`src/verilog/uwk_pkg.sv`:
```
// Purpose : shared constants and types of the usb remote wakeup block
// Assumes : pclk at 250 MHz, apb register access with 32-bit data
// Notes   : times are kept in their own unit, cycle counts derived
package uwk_pkg;

    // clock
    localparam int CLK_MHZ       = 250;
    localparam int CLK_PERIOD_NS = 4;

    // line times
    localparam int T_SUSPEND_US  = 3000;
    localparam int T_WAKE_US     = 5000;
    localparam int T_KDRIVE_US   = 2000;
    localparam int T_BUSRST_NS   = 2500;

    // derived cycle counts, least times rounded up
    localparam int SUSPEND_CYC   = T_SUSPEND_US * CLK_MHZ;
    localparam int WAKE_CYC      = T_WAKE_US * CLK_MHZ;
    localparam int KDRIVE_CYC    = T_KDRIVE_US * CLK_MHZ;
    localparam int BUSRST_CYC    =
        (T_BUSRST_NS + CLK_PERIOD_NS - 1) / CLK_PERIOD_NS;
    // cycles our own K stays visible through the line synchroniser
    localparam int ECHO_CYC      = 3;

    // widths
    localparam int TMR_W         = 21;
    localparam int ADDR_W        = 8;
    localparam int REG_W         = 8;
    localparam int CFG_W         = 3;
    localparam int SYNC_W        = 28;

    // register byte addresses
    localparam logic [ADDR_W-1:0] ADDR_DEV_STATE  = 8'h00;
    localparam logic [ADDR_W-1:0] ADDR_INT_STATUS = 8'h04;
    localparam logic [ADDR_W-1:0] ADDR_INT_CLEAR  = 8'h08;
    localparam logic [ADDR_W-1:0] ADDR_INT_ENABLE = 8'h0C;
    localparam logic [ADDR_W-1:0] ADDR_BUS_CFG    = 8'h10;

    // device_state_register fields
    localparam int DS_SUSPENDED  = 0;
    localparam int DS_DRIVING    = 1;
    localparam int DS_WAKE_REQ   = 4;

    // interrupt_status_register fields
    localparam int IS_WAKE_DONE  = 4;
    localparam int IS_BUS_RESET  = 5;
    localparam int IS_SUSPEND    = 6;

    // bus configuration fields
    localparam int CFG_MUX       = 0;
    localparam int CFG_DMA16     = 1;
    localparam int CFG_OSC_STOP  = 2;

    // line states as {dp, dm}
    localparam logic [1:0] LINE_J   = 2'h2;
    localparam logic [1:0] LINE_K   = 2'h1;
    localparam logic [1:0] LINE_SE0 = 2'h0;

    localparam logic [7:0]  BYTE_ZERO = 8'h00;
    localparam logic [31:0] WORD_ZERO = 32'h0000_0000;

    typedef enum logic [1:0] {
        UWK_ACTIVE      = 2'b00,
        UWK_SUSPEND     = 2'b01,
        UWK_DRIVE_K     = 2'b10,
        UWK_WAIT_RESUME = 2'b11
    } uwk_state_e;

endpackage

```
`src/verilog/uwk_sync.sv`:
```
// Purpose : two flip-flop synchroniser for asynchronous pins
// Assumes : each bit is an independent level
// Notes   : first stage feeds only the second stage
`timescale 1ns/1ps
`default_nettype none
module uwk_sync
    import uwk_pkg::*;
(
    // clock and reset
    input  wire logic              pclk,
    input  wire logic              presetn,
    // pins in, synchronised out
    input  wire logic [SYNC_W-1:0] din,
    output logic      [SYNC_W-1:0] dout
);

    typedef struct packed {
        logic [SYNC_W-1:0] s1;
        logic [SYNC_W-1:0] s2;
    } uwk_sync_s;

    uwk_sync_s st_reg;
    uwk_sync_s st_next;

    always_comb begin
        st_next    = st_reg;
        st_next.s1 = din;
        st_next.s2 = st_reg.s1;
    end

    always_ff @(posedge pclk or negedge presetn) begin
        if (!presetn) begin
            st_reg <= '0;
        end else begin
            st_reg <= st_next;
        end
    end

    assign dout = st_reg.s2;

endmodule
`default_nettype wire

```
`src/verilog/uwk_line_timer.sv`:
```
// Purpose : counts cycles while a line condition holds
// Assumes : condition already synchronised to pclk
// Notes   : saturates at all ones, clears when condition drops
`timescale 1ns/1ps
`default_nettype none
module uwk_line_timer
    import uwk_pkg::*;
(
    // clock and reset
    input  wire logic             pclk,
    input  wire logic             presetn,
    // condition and elapsed count
    input  wire logic             hold,
    output logic      [TMR_W-1:0] count
);

    typedef struct packed {
        logic [TMR_W-1:0] cnt;
    } uwk_tmr_s;

    uwk_tmr_s st_reg;
    uwk_tmr_s st_next;

    always_comb begin
        st_next = st_reg;
        if (!hold) begin
            st_next.cnt = '0;
        end else if (st_reg.cnt != '1) begin
            st_next.cnt = st_reg.cnt + 1'b1;
        end
    end

    always_ff @(posedge pclk or negedge presetn) begin
        if (!presetn) begin
            st_reg <= '0;
        end else begin
            st_reg <= st_next;
        end
    end

    assign count = st_reg.cnt;

endmodule
`default_nettype wire

```
`src/verilog/uwk_remote_wakeup_ctrl.sv`:
```
// Purpose : usb suspend, remote wakeup and host bus pin selection
// Assumes : usb full speed line, pins asynchronous to pclk
// Notes   : apb reads are sampled in the setup cycle
//
// Contract
// - wakeup acted on only while suspended
// - request early: wait for 5 ms idle
// - idle already past 5 ms: drive at once
// - host resume after wakeup clears request bit
// - no wakeup while oscillator is stopped
// - multiplexed mode ignores separate address inputs
// - separate mode ignores address latch strobe
// - eight-bit dma ignores upper data byte
// - idle 3 ms enters suspend
// - resume or reset clears suspend status
//
// The register offsets and register access over APB are this design's own decisions.
`timescale 1ns/1ps
`default_nettype none
module uwk_remote_wakeup_ctrl
    import uwk_pkg::*;
#(
    parameter int unsigned SUSPEND_CYC_P = SUSPEND_CYC,
    parameter int unsigned WAKE_CYC_P    = WAKE_CYC,
    parameter int unsigned KDRIVE_CYC_P  = KDRIVE_CYC
) (
    // clock and reset
    input  wire logic              pclk,
    input  wire logic              presetn,
    // apb slave
    input  wire logic              psel,
    input  wire logic              penable,
    input  wire logic              pwrite,
    input  wire logic [ADDR_W-1:0] paddr,
    input  wire logic [31:0]       pwdata,
    output logic      [31:0]       prdata,
    output logic                   pready,
    output logic                   pslverr,
    // usb line
    input  wire logic              usb_dp_in,
    input  wire logic              usb_dm_in,
    output logic                   usb_dp_out,
    output logic                   usb_dm_out,
    output logic                   usb_oe_n,
    // host bus pins
    input  wire logic              ale,
    input  wire logic [7:0]        ad_lines,
    input  wire logic [7:0]        separate_address_inputs,
    input  wire logic [7:0]        upper_data_byte_lines,
    input  wire logic              dma_strobe,
    // captured bus values
    output logic      [7:0]        bus_addr,
    output logic      [15:0]       dma_data,
    output logic                   dma_valid,
    // interrupt
    output logic                   interrupt_request_out
);

    typedef struct packed {
        uwk_state_e       state;
        logic [TMR_W-1:0] kcnt;
        logic             wake_req;
        logic [REG_W-1:0] int_status;
        logic [REG_W-1:0] int_enable;
        logic [CFG_W-1:0] bus_cfg;
        logic             irq;
        logic             drive;
        logic             ale_q;
        logic             strb_q;
        logic             dma_valid;
        logic [7:0]       bus_addr;
        logic [15:0]      dma_data;
        logic [31:0]      prdata;
        logic             pslverr;
    } uwk_main_s;

    uwk_main_s st_reg;
    uwk_main_s st_next;

    logic [SYNC_W-1:0] sync_out;
    logic              dp_s;
    logic              dm_s;
    logic              ale_s;
    logic              strb_s;
    logic [7:0]        ad_s;
    logic [7:0]        sep_s;
    logic [7:0]        up_s;
    logic [1:0]        line;
    logic [TMR_W-1:0]  idle_cnt;
    logic [TMR_W-1:0]  se0_cnt;
    logic              bus_reset_evt;
    logic              idle_susp;
    logic              idle_wake;

    uwk_sync u_sync (
        .pclk    (pclk),
        .presetn (presetn),
        .din     ({usb_dp_in, usb_dm_in, ale, dma_strobe, ad_lines,
                   separate_address_inputs, upper_data_byte_lines}),
        .dout    (sync_out)
    );

    assign {dp_s, dm_s, ale_s, strb_s, ad_s, sep_s, up_s} = sync_out;
    assign line = {dp_s, dm_s};

    // idle means the host leaves the line in J
    uwk_line_timer u_idle (
        .pclk    (pclk),
        .presetn (presetn),
        .hold    (line == LINE_J),
        .count   (idle_cnt)
    );

    uwk_line_timer u_se0 (
        .pclk    (pclk),
        .presetn (presetn),
        .hold    (line == LINE_SE0),
        .count   (se0_cnt)
    );

    assign bus_reset_evt = (se0_cnt == TMR_W'(BUSRST_CYC));
    assign idle_susp     = (idle_cnt >= TMR_W'(SUSPEND_CYC_P));
    assign idle_wake     = (idle_cnt >= TMR_W'(WAKE_CYC_P));

    always_comb begin
        logic [REG_W-1:0] clr;
        logic [REG_W-1:0] set;
        clr = '0;
        set = '0;
        st_next           = st_reg;
        st_next.dma_valid = 1'b0;
        st_next.ale_q     = ale_s;
        st_next.strb_q    = strb_s;

        if (st_reg.bus_cfg[CFG_MUX]) begin
            if (ale_s && !st_reg.ale_q) begin
                st_next.bus_addr = ad_s;
            end
        end else begin
            st_next.bus_addr = sep_s;
        end

        if (strb_s && !st_reg.strb_q) begin
            st_next.dma_valid = 1'b1;
            st_next.dma_data  = {st_reg.bus_cfg[CFG_DMA16] ? up_s : BYTE_ZERO,
                                 ad_s};
        end

        case (st_reg.state)
            UWK_ACTIVE: begin
                if (idle_susp) begin
                    st_next.state    = UWK_SUSPEND;
                    set[IS_SUSPEND]  = 1'b1;
                end
            end
            UWK_SUSPEND: begin
                if (line != LINE_J) begin
                    st_next.state    = UWK_ACTIVE;
                    clr[IS_SUSPEND]  = 1'b1;
                end else if (st_reg.wake_req &&
                             !st_reg.bus_cfg[CFG_OSC_STOP] && idle_wake) begin
                    st_next.state    = UWK_DRIVE_K;
                    st_next.kcnt     = '0;
                end
            end
            UWK_DRIVE_K: begin
                if (st_reg.kcnt == TMR_W'(KDRIVE_CYC_P - 1)) begin
                    st_next.state    = UWK_WAIT_RESUME;
                end else begin
                    st_next.kcnt     = st_reg.kcnt + 1'b1;
                end
            end
            UWK_WAIT_RESUME: begin
                // skip our own K still in the synchroniser
                if (st_reg.kcnt != TMR_W'(KDRIVE_CYC_P - 1 + ECHO_CYC)) begin
                    st_next.kcnt      = st_reg.kcnt + 1'b1;
                end else if (line == LINE_K) begin
                    st_next.state     = UWK_ACTIVE;
                    st_next.wake_req  = 1'b0;
                    clr[IS_SUSPEND]   = 1'b1;
                    set[IS_WAKE_DONE] = 1'b1;
                end
            end
            default: begin
                st_next.state = UWK_ACTIVE;
            end
        endcase

        if (bus_reset_evt) begin
            st_next.state     = UWK_ACTIVE;
            clr[IS_SUSPEND]   = 1'b1;
            set[IS_BUS_RESET] = 1'b1;
        end

        // read data is taken in the setup cycle
        if (psel && !penable) begin
            st_next.prdata  = WORD_ZERO;
            st_next.pslverr = 1'b0;
            if (paddr == ADDR_DEV_STATE) begin
                st_next.prdata[DS_SUSPENDED] = (st_reg.state != UWK_ACTIVE);
                st_next.prdata[DS_DRIVING]   = st_reg.drive;
                st_next.prdata[DS_WAKE_REQ]  = st_reg.wake_req;
            end else if (paddr == ADDR_INT_STATUS) begin
                st_next.prdata[REG_W-1:0] = st_reg.int_status;
            end else if (paddr == ADDR_INT_CLEAR) begin
                st_next.prdata = WORD_ZERO;
            end else if (paddr == ADDR_INT_ENABLE) begin
                st_next.prdata[REG_W-1:0] = st_reg.int_enable;
            end else if (paddr == ADDR_BUS_CFG) begin
                st_next.prdata[CFG_W-1:0] = st_reg.bus_cfg;
            end else begin
                st_next.pslverr = 1'b1;
            end
        end

        if (psel && penable && pwrite) begin
            if (paddr == ADDR_DEV_STATE) begin
                if (st_reg.state != UWK_ACTIVE) begin
                    st_next.wake_req = pwdata[DS_WAKE_REQ];
                end
            end else if (paddr == ADDR_INT_CLEAR) begin
                clr = clr | pwdata[REG_W-1:0];
            end else if (paddr == ADDR_INT_ENABLE) begin
                st_next.int_enable = pwdata[REG_W-1:0];
            end else if (paddr == ADDR_BUS_CFG) begin
                st_next.bus_cfg = pwdata[CFG_W-1:0];
            end
        end

        // a set in the clearing cycle wins
        st_next.int_status = (st_reg.int_status & ~clr) | set;
        st_next.drive      = (st_next.state == UWK_DRIVE_K);
        st_next.irq        = |(st_next.int_status & st_next.int_enable);
    end
    always_ff @(posedge pclk or negedge presetn) begin
        if (!presetn) begin
            st_reg <= '0;
        end else begin
            st_reg <= st_next;
        end
    end

    assign prdata                = st_reg.prdata;
    assign pslverr               = st_reg.pslverr;
    assign pready                = 1'b1;
    assign usb_dp_out            = LINE_K[1];
    assign usb_dm_out            = LINE_K[0];
    assign usb_oe_n              = !st_reg.drive;
    assign bus_addr              = st_reg.bus_addr;
    assign dma_data              = st_reg.dma_data;
    assign dma_valid             = st_reg.dma_valid;
    assign interrupt_request_out = st_reg.irq;
endmodule
`default_nettype wire

```
`config.mk`:
```
export PLATFORM = sky130hd
export DESIGN_NAME = uwk_remote_wakeup_ctrl
export DESIGN_NICKNAME = d
export VERILOG_FILES = /design/src/verilog/uwk_pkg.sv /design/src/verilog/uwk_sync.sv /design/src/verilog/uwk_line_timer.sv /design/src/verilog/uwk_remote_wakeup_ctrl.sv
export SDC_FILE = /design/constraint.sdc
export NUM_CORES = 1
export LEC_CHECK = 0
export BUFFER_PORTS_ARGS = -buffer_cell sky130_fd_sc_hd__buf_4
export CORE_MARGIN = 2
export CORE_UTILIZATION = 45
export DETAILED_ROUTE_END_ITERATION = 10
export GPL_TIMING_DRIVEN = 0
export MAX_ROUTING_LAYER = met4
export PLACE_DENSITY = 0.66
export RECOVER_POWER = 50
export SYNTH_ARGS = -nofsm -noshare
export SYNTH_HDL_FRONTEND = slang
export SYNTH_SLANG_ARGS = --single-unit
```
`constraint.sdc`:
```
create_clock -name pclk -period 5.6 [get_ports pclk]
set_clock_uncertainty 0.05 [all_clocks]
set_input_delay 1.12 -clock pclk [delete_from_list [all_inputs] [get_ports pclk]]
set_output_delay 1.12 -clock pclk [all_outputs]
set_load 0.01 [all_outputs]
```
---- Word level (Yosys, flattened, before mapping) ----
Index checks and enable logic that the tools add are counted.
cells by class
  multiplexer cells ....................... 58
  reduce and logical (&&, ||, !) cells .... 20
  bitwise logic cells ..................... 8
  eq/ne operators ......................... 23
  order comparisons ....................... 2
  add/sub/neg operators ................... 3
operators with widths
  operator                 count
  $mux W21                 7
  $mux W8                  9
  $add A21 B1 Y21 const B  3
  $pmux W21 S3             1
  $ne A21 B21 Y1 const B   2
  $mux W11                 3
  $mux W23                 1
  $eq A21 B10 Y1 const B   1
  $eq A21 B19 Y1 const B   1
  $ge A21 B20 Y1 const B   1
  $ge A21 B21 Y1 const B   1
  $mux W1                  21
  $ne A21 B19 Y1 const B   1
  $and A8 B8 Y8            2
  $eq A8 B4 Y1 const B     2
  $mux W2                  8
  $mux W3                  5
  $ne A2 B2 Y1 const B     7
  $reduce_and A5 Y1        2
  $eq A2 B2 Y1 const B     4
  $eq A8 B3 Y1 const B     1
  $eq A8 B5 Y1 const B     1
  $logic_not A8 Y1         1
  $not A8 Y8               1
  other kinds (14)         28
word-level totals
  input port bits ......................... 73
  flip-flop bits (word level) ............. 203

---- Logic depth before layout (Yosys ltp) ----
  depth in word-level cells ............... 14
  gate-level depth with buffers ........... 8
  depth with buffers taken out ............ 7

---- By module ----
A second synthesis with hierarchy kept.
second synthesis, totals
  cell total of the unflattened synthesis .. 809
  area total of the unflattened synthesis .. 8,690.8 um2
by module, submodules not included
  module                  times used  cells an instance  area each (um2)  sequential area each (um2)
  uwk_remote_wakeup_ctrl  1           495                4,777.1          2,026.9
  uwk_line_timer          2           129                1,256.2          525.5
  uwk_sync                1           56                 1,401.3          1,401.3

---- Worst setup path before layout ----
No wires, ideal clock.
  path type ............................... input port to flip-flop
  from .................................... input paddr[7]
  to ...................................... register st_reg, in the netlist interrupt_request_out
  cell stages on the path ................. 7
  arrival time ............................ 3,146 ps
  path slack .............................. 2,266 ps
  path through ............................ or4_4 or4b_4 buf_6 mux2_4 o21ai_1 nand4_1 or4_1
RTL lines
  element               line                           source
  from (decl)           uwk_remote_wakeup_ctrl.sv:34   input wire logic [ADDR_W-1:0] paddr,
  to (signal assigned)  uwk_remote_wakeup_ctrl.sv:239  st_reg <= st_next;
  to (decl)             uwk_remote_wakeup_ctrl.sv:77   uwk_main_s st_reg;

==> results.ini <==
[layout]
final_util_pct = 55.6
fillers = 1566
area_growth_pct = 20.4
fin_cells = 1132
final_net_count = 973
drive_above_1_share_pct = 22.2
regArea_um2 = 4480
largest_reg_flops = 46
n_antenna_cell = 0
multi_input_area_um2 = 3070

[synthesis]
synth_enable_flop_cells = 0
ys_ff_latch = 179
synthCells = 765
ys.flop_type = dfrtp_1
synth-async-reset-ratio_pct = 100
synth_cell_type_count = 55
synth_area_um2 = 8050
ys_seq_area_share_pct = 55.7
ys_warn_count = 0
synth_top_area_share_pct = 55.7
syn_avg_cell_area_um2 = 10.5
yosysTopAreaCell = dfrtp_1
synth.top_cells.by_area = dfrtp_1 (56%), buf_4 (5.5%), xor2_1 (3.8%)

[power]
p_leak_uw = 0.00441
power_density_nw_per_um2 = 285
max-vdd-ir-drop_uv = 206

[critical_path]
slowest_delay_ns = 1.71
crit_cells = 2
cp_num_buf_inv = 2
r2r_cells = 6
crit_fanout = 97
cp.required_ns = 5.61
cp-end-kind = asynchronous set/reset pin
critPathKind = in -> async
cp-start-kind = input pin
cp_slowest_cell = clkbuf_2
path_delay_family = buffers and inverters
path_cells = buf_8 -> clkbuf_2
arrival_ns = 3.36

[timing]
slew_headroom_pct = -53.9
setup_violations = 0
hold-worst-slack_ns = 0.300
hold_violations = 0
layout_setup_ws_ns = 2.25
setup_tns_ns = 0
maxSlewViolCount = 98
rsz0062_at_grt = no
clock.fmax_ghz = 0.298
tightest_slew_ns = 2.31
finalCritPeriodShare_pct = 59.9
min_period_ns = 3.35

[global_routing]
use_met1_pct = 25.5
overflow = 0
top_usage_layer = met2
grt_start_max_net_pins = 98
grt_pass1_wl_um = 26600
grt.met3_usage_pct = 3.94
use_met2_pct = 27.8
antenna_found_initial = 0
grt_util_all_layers_pct = 18.4
grt_pass1_vias = 5439

[cts]
cts.sinks = 179
cts-root-buf = clkbuf_16
htreeDepth = 4
path_clk_slew_ns = 0.07
cts_tree = built
cts_setup_buffers = 0
ctsResizeCount = 0
clockBufferDepth = 2
cts_hold_buf = 0
cts_buffers = 17
insertion_delay_ns = 0.44

[placement]
dpl.cell_count = 1100
post-place-ws_ns = 1.95
port_buffers = 84
dpl.hpwl_um = 11000
gp_congestion = 0.847

[route]
route.detailed.drc = 0
dr_total_vias = 5747
drtIter0Drc = 431
first_pass_iters = 5
wire_per_inst_um = 14.0
ant_nets = 0
via_per_inst = 5.08
wl_um = 15900

[floorplan]
io_pins = 136
die_y_um = 138
core_um2 = 17400
die_area_um2 = 19000
start_util_pct = 46.2
num_rows = 48
die_x_um = 138

[hold_path]
min_path_type = reg -> reg
hold_path_depth = 0

[job]
cap_violations = 1

[status]
outcome = finished with violations
violations = max-capacitance violations, max-slew violations

-- power by group --
| group | total [µW] | switching (µW) | internal, µW |
|---|---|---|---|
| registers | 1350 | 19.3 | 1340 |
| clock network | 1220 | 571 | 645 |
| logic | 195 | 94.1 | 101 |
| total | 2770 | 685 | 2080 |
-- cell families (layout without fill, tap and decap cells) --
logic type / count (synthesis) / in the layout / share of synthesized area [%]
compound gates: 104 / 104 / 7.92
buf+inv: 99 / 216 / 7.46
flops: 179 / 179 / 55.7
simple gates: 301 / 301 / 19.0
xor+xnor: 45 / 45 / 4.90
other cells: 2 / 27 / 0.0933
mux: 29 / 29 / 4.01
fa+ha+maj: 6 / 6 / 0.933
-- layout by cell type, fill, tap and decap left out, drive strengths merged, types with 7 or more instances in the layout --
cell type  instances
nor3              17
and2              10
and4              12
a31oi              7
nand2             65
clkbuf            67
xor2              35
o21ai             28
buf              117
xnor2             10
nand4             20
a21oi             33
nor4              11
nand3             38
and3              10
mux2i              9
conb              27
dfrtp            179
mux2              20
inv               24
nor2              79
-- per-layer routing --
layer  up-vias  routed length, µm  share of wire [%]
met5         -                  0                  0
li1       2847                  -                  -
met2       128               7240                 46
met3        19                705                4.4
met1      2753               7730                 49
met4         0                213                1.3
-- cells in the mapped netlist (4+ instances only) --
master    count
a222oi_1      4
a21boi_0      6
a22oi_1       5
and2_1       10
nor4_1       11
nor4b_1       6
nand2_1      65
mux2i_1       9
or2_2         5
inv_1        17
nor2_1       79
nor2b_1       4
nand4_1      20
and3_1       10
mux2_1        4
nand3_1      38
ha_1          6
nor3_1       17
xor2_1       35
o21ai_0      25
nand3b_1      4
and4_1       12
nand2b_1      6
xnor2_1      10
mux2_2       14
clkbuf_1     20
a21oi_1      33
dfrtp_1     179
or3_1         6
a31oi_1       7
buf_4        59
-- worst paths after layout --
kind / slack (ns) / start / to
max: 2.25 / presetn / st_reg[65]
min: 0.30 / u_sync.st_next[21] / u_sync.dout[21]
max reg2reg: 2.90 / st_reg[96] / interrupt_request_out
min reg2reg: 0.30 / u_sync.st_next[21] / u_sync.dout[21]
max in group pclk: 2.38 / paddr[7] / interrupt_request_out
min in group asynchronous: 0.59 / presetn / u_sync.dout[25]
-- area by class of cell --
class / count / area share [%]
sequential: 179 / 46.2
multi-input combinational: 512 / 31.7
timing repair buffer: 85 / 6.64
buffer: 82 / 5.54
clock buffer: 17 / 4.39
tap: 225 / 2.91
clock inverter: 15 / 1.98
inverter: 17 / 0.659
-- through the flow --
stage / total power (µW) / area (µm²)
after detailed placement: 1580 / 9090
final: 2770 / 9690
after global routing: 2880 / 9690
after CTS: 2800 / 9700
after global placement: 1570 / 9050
after floorplan: 1480 / 8140
(Power assumes the default switching activity.)
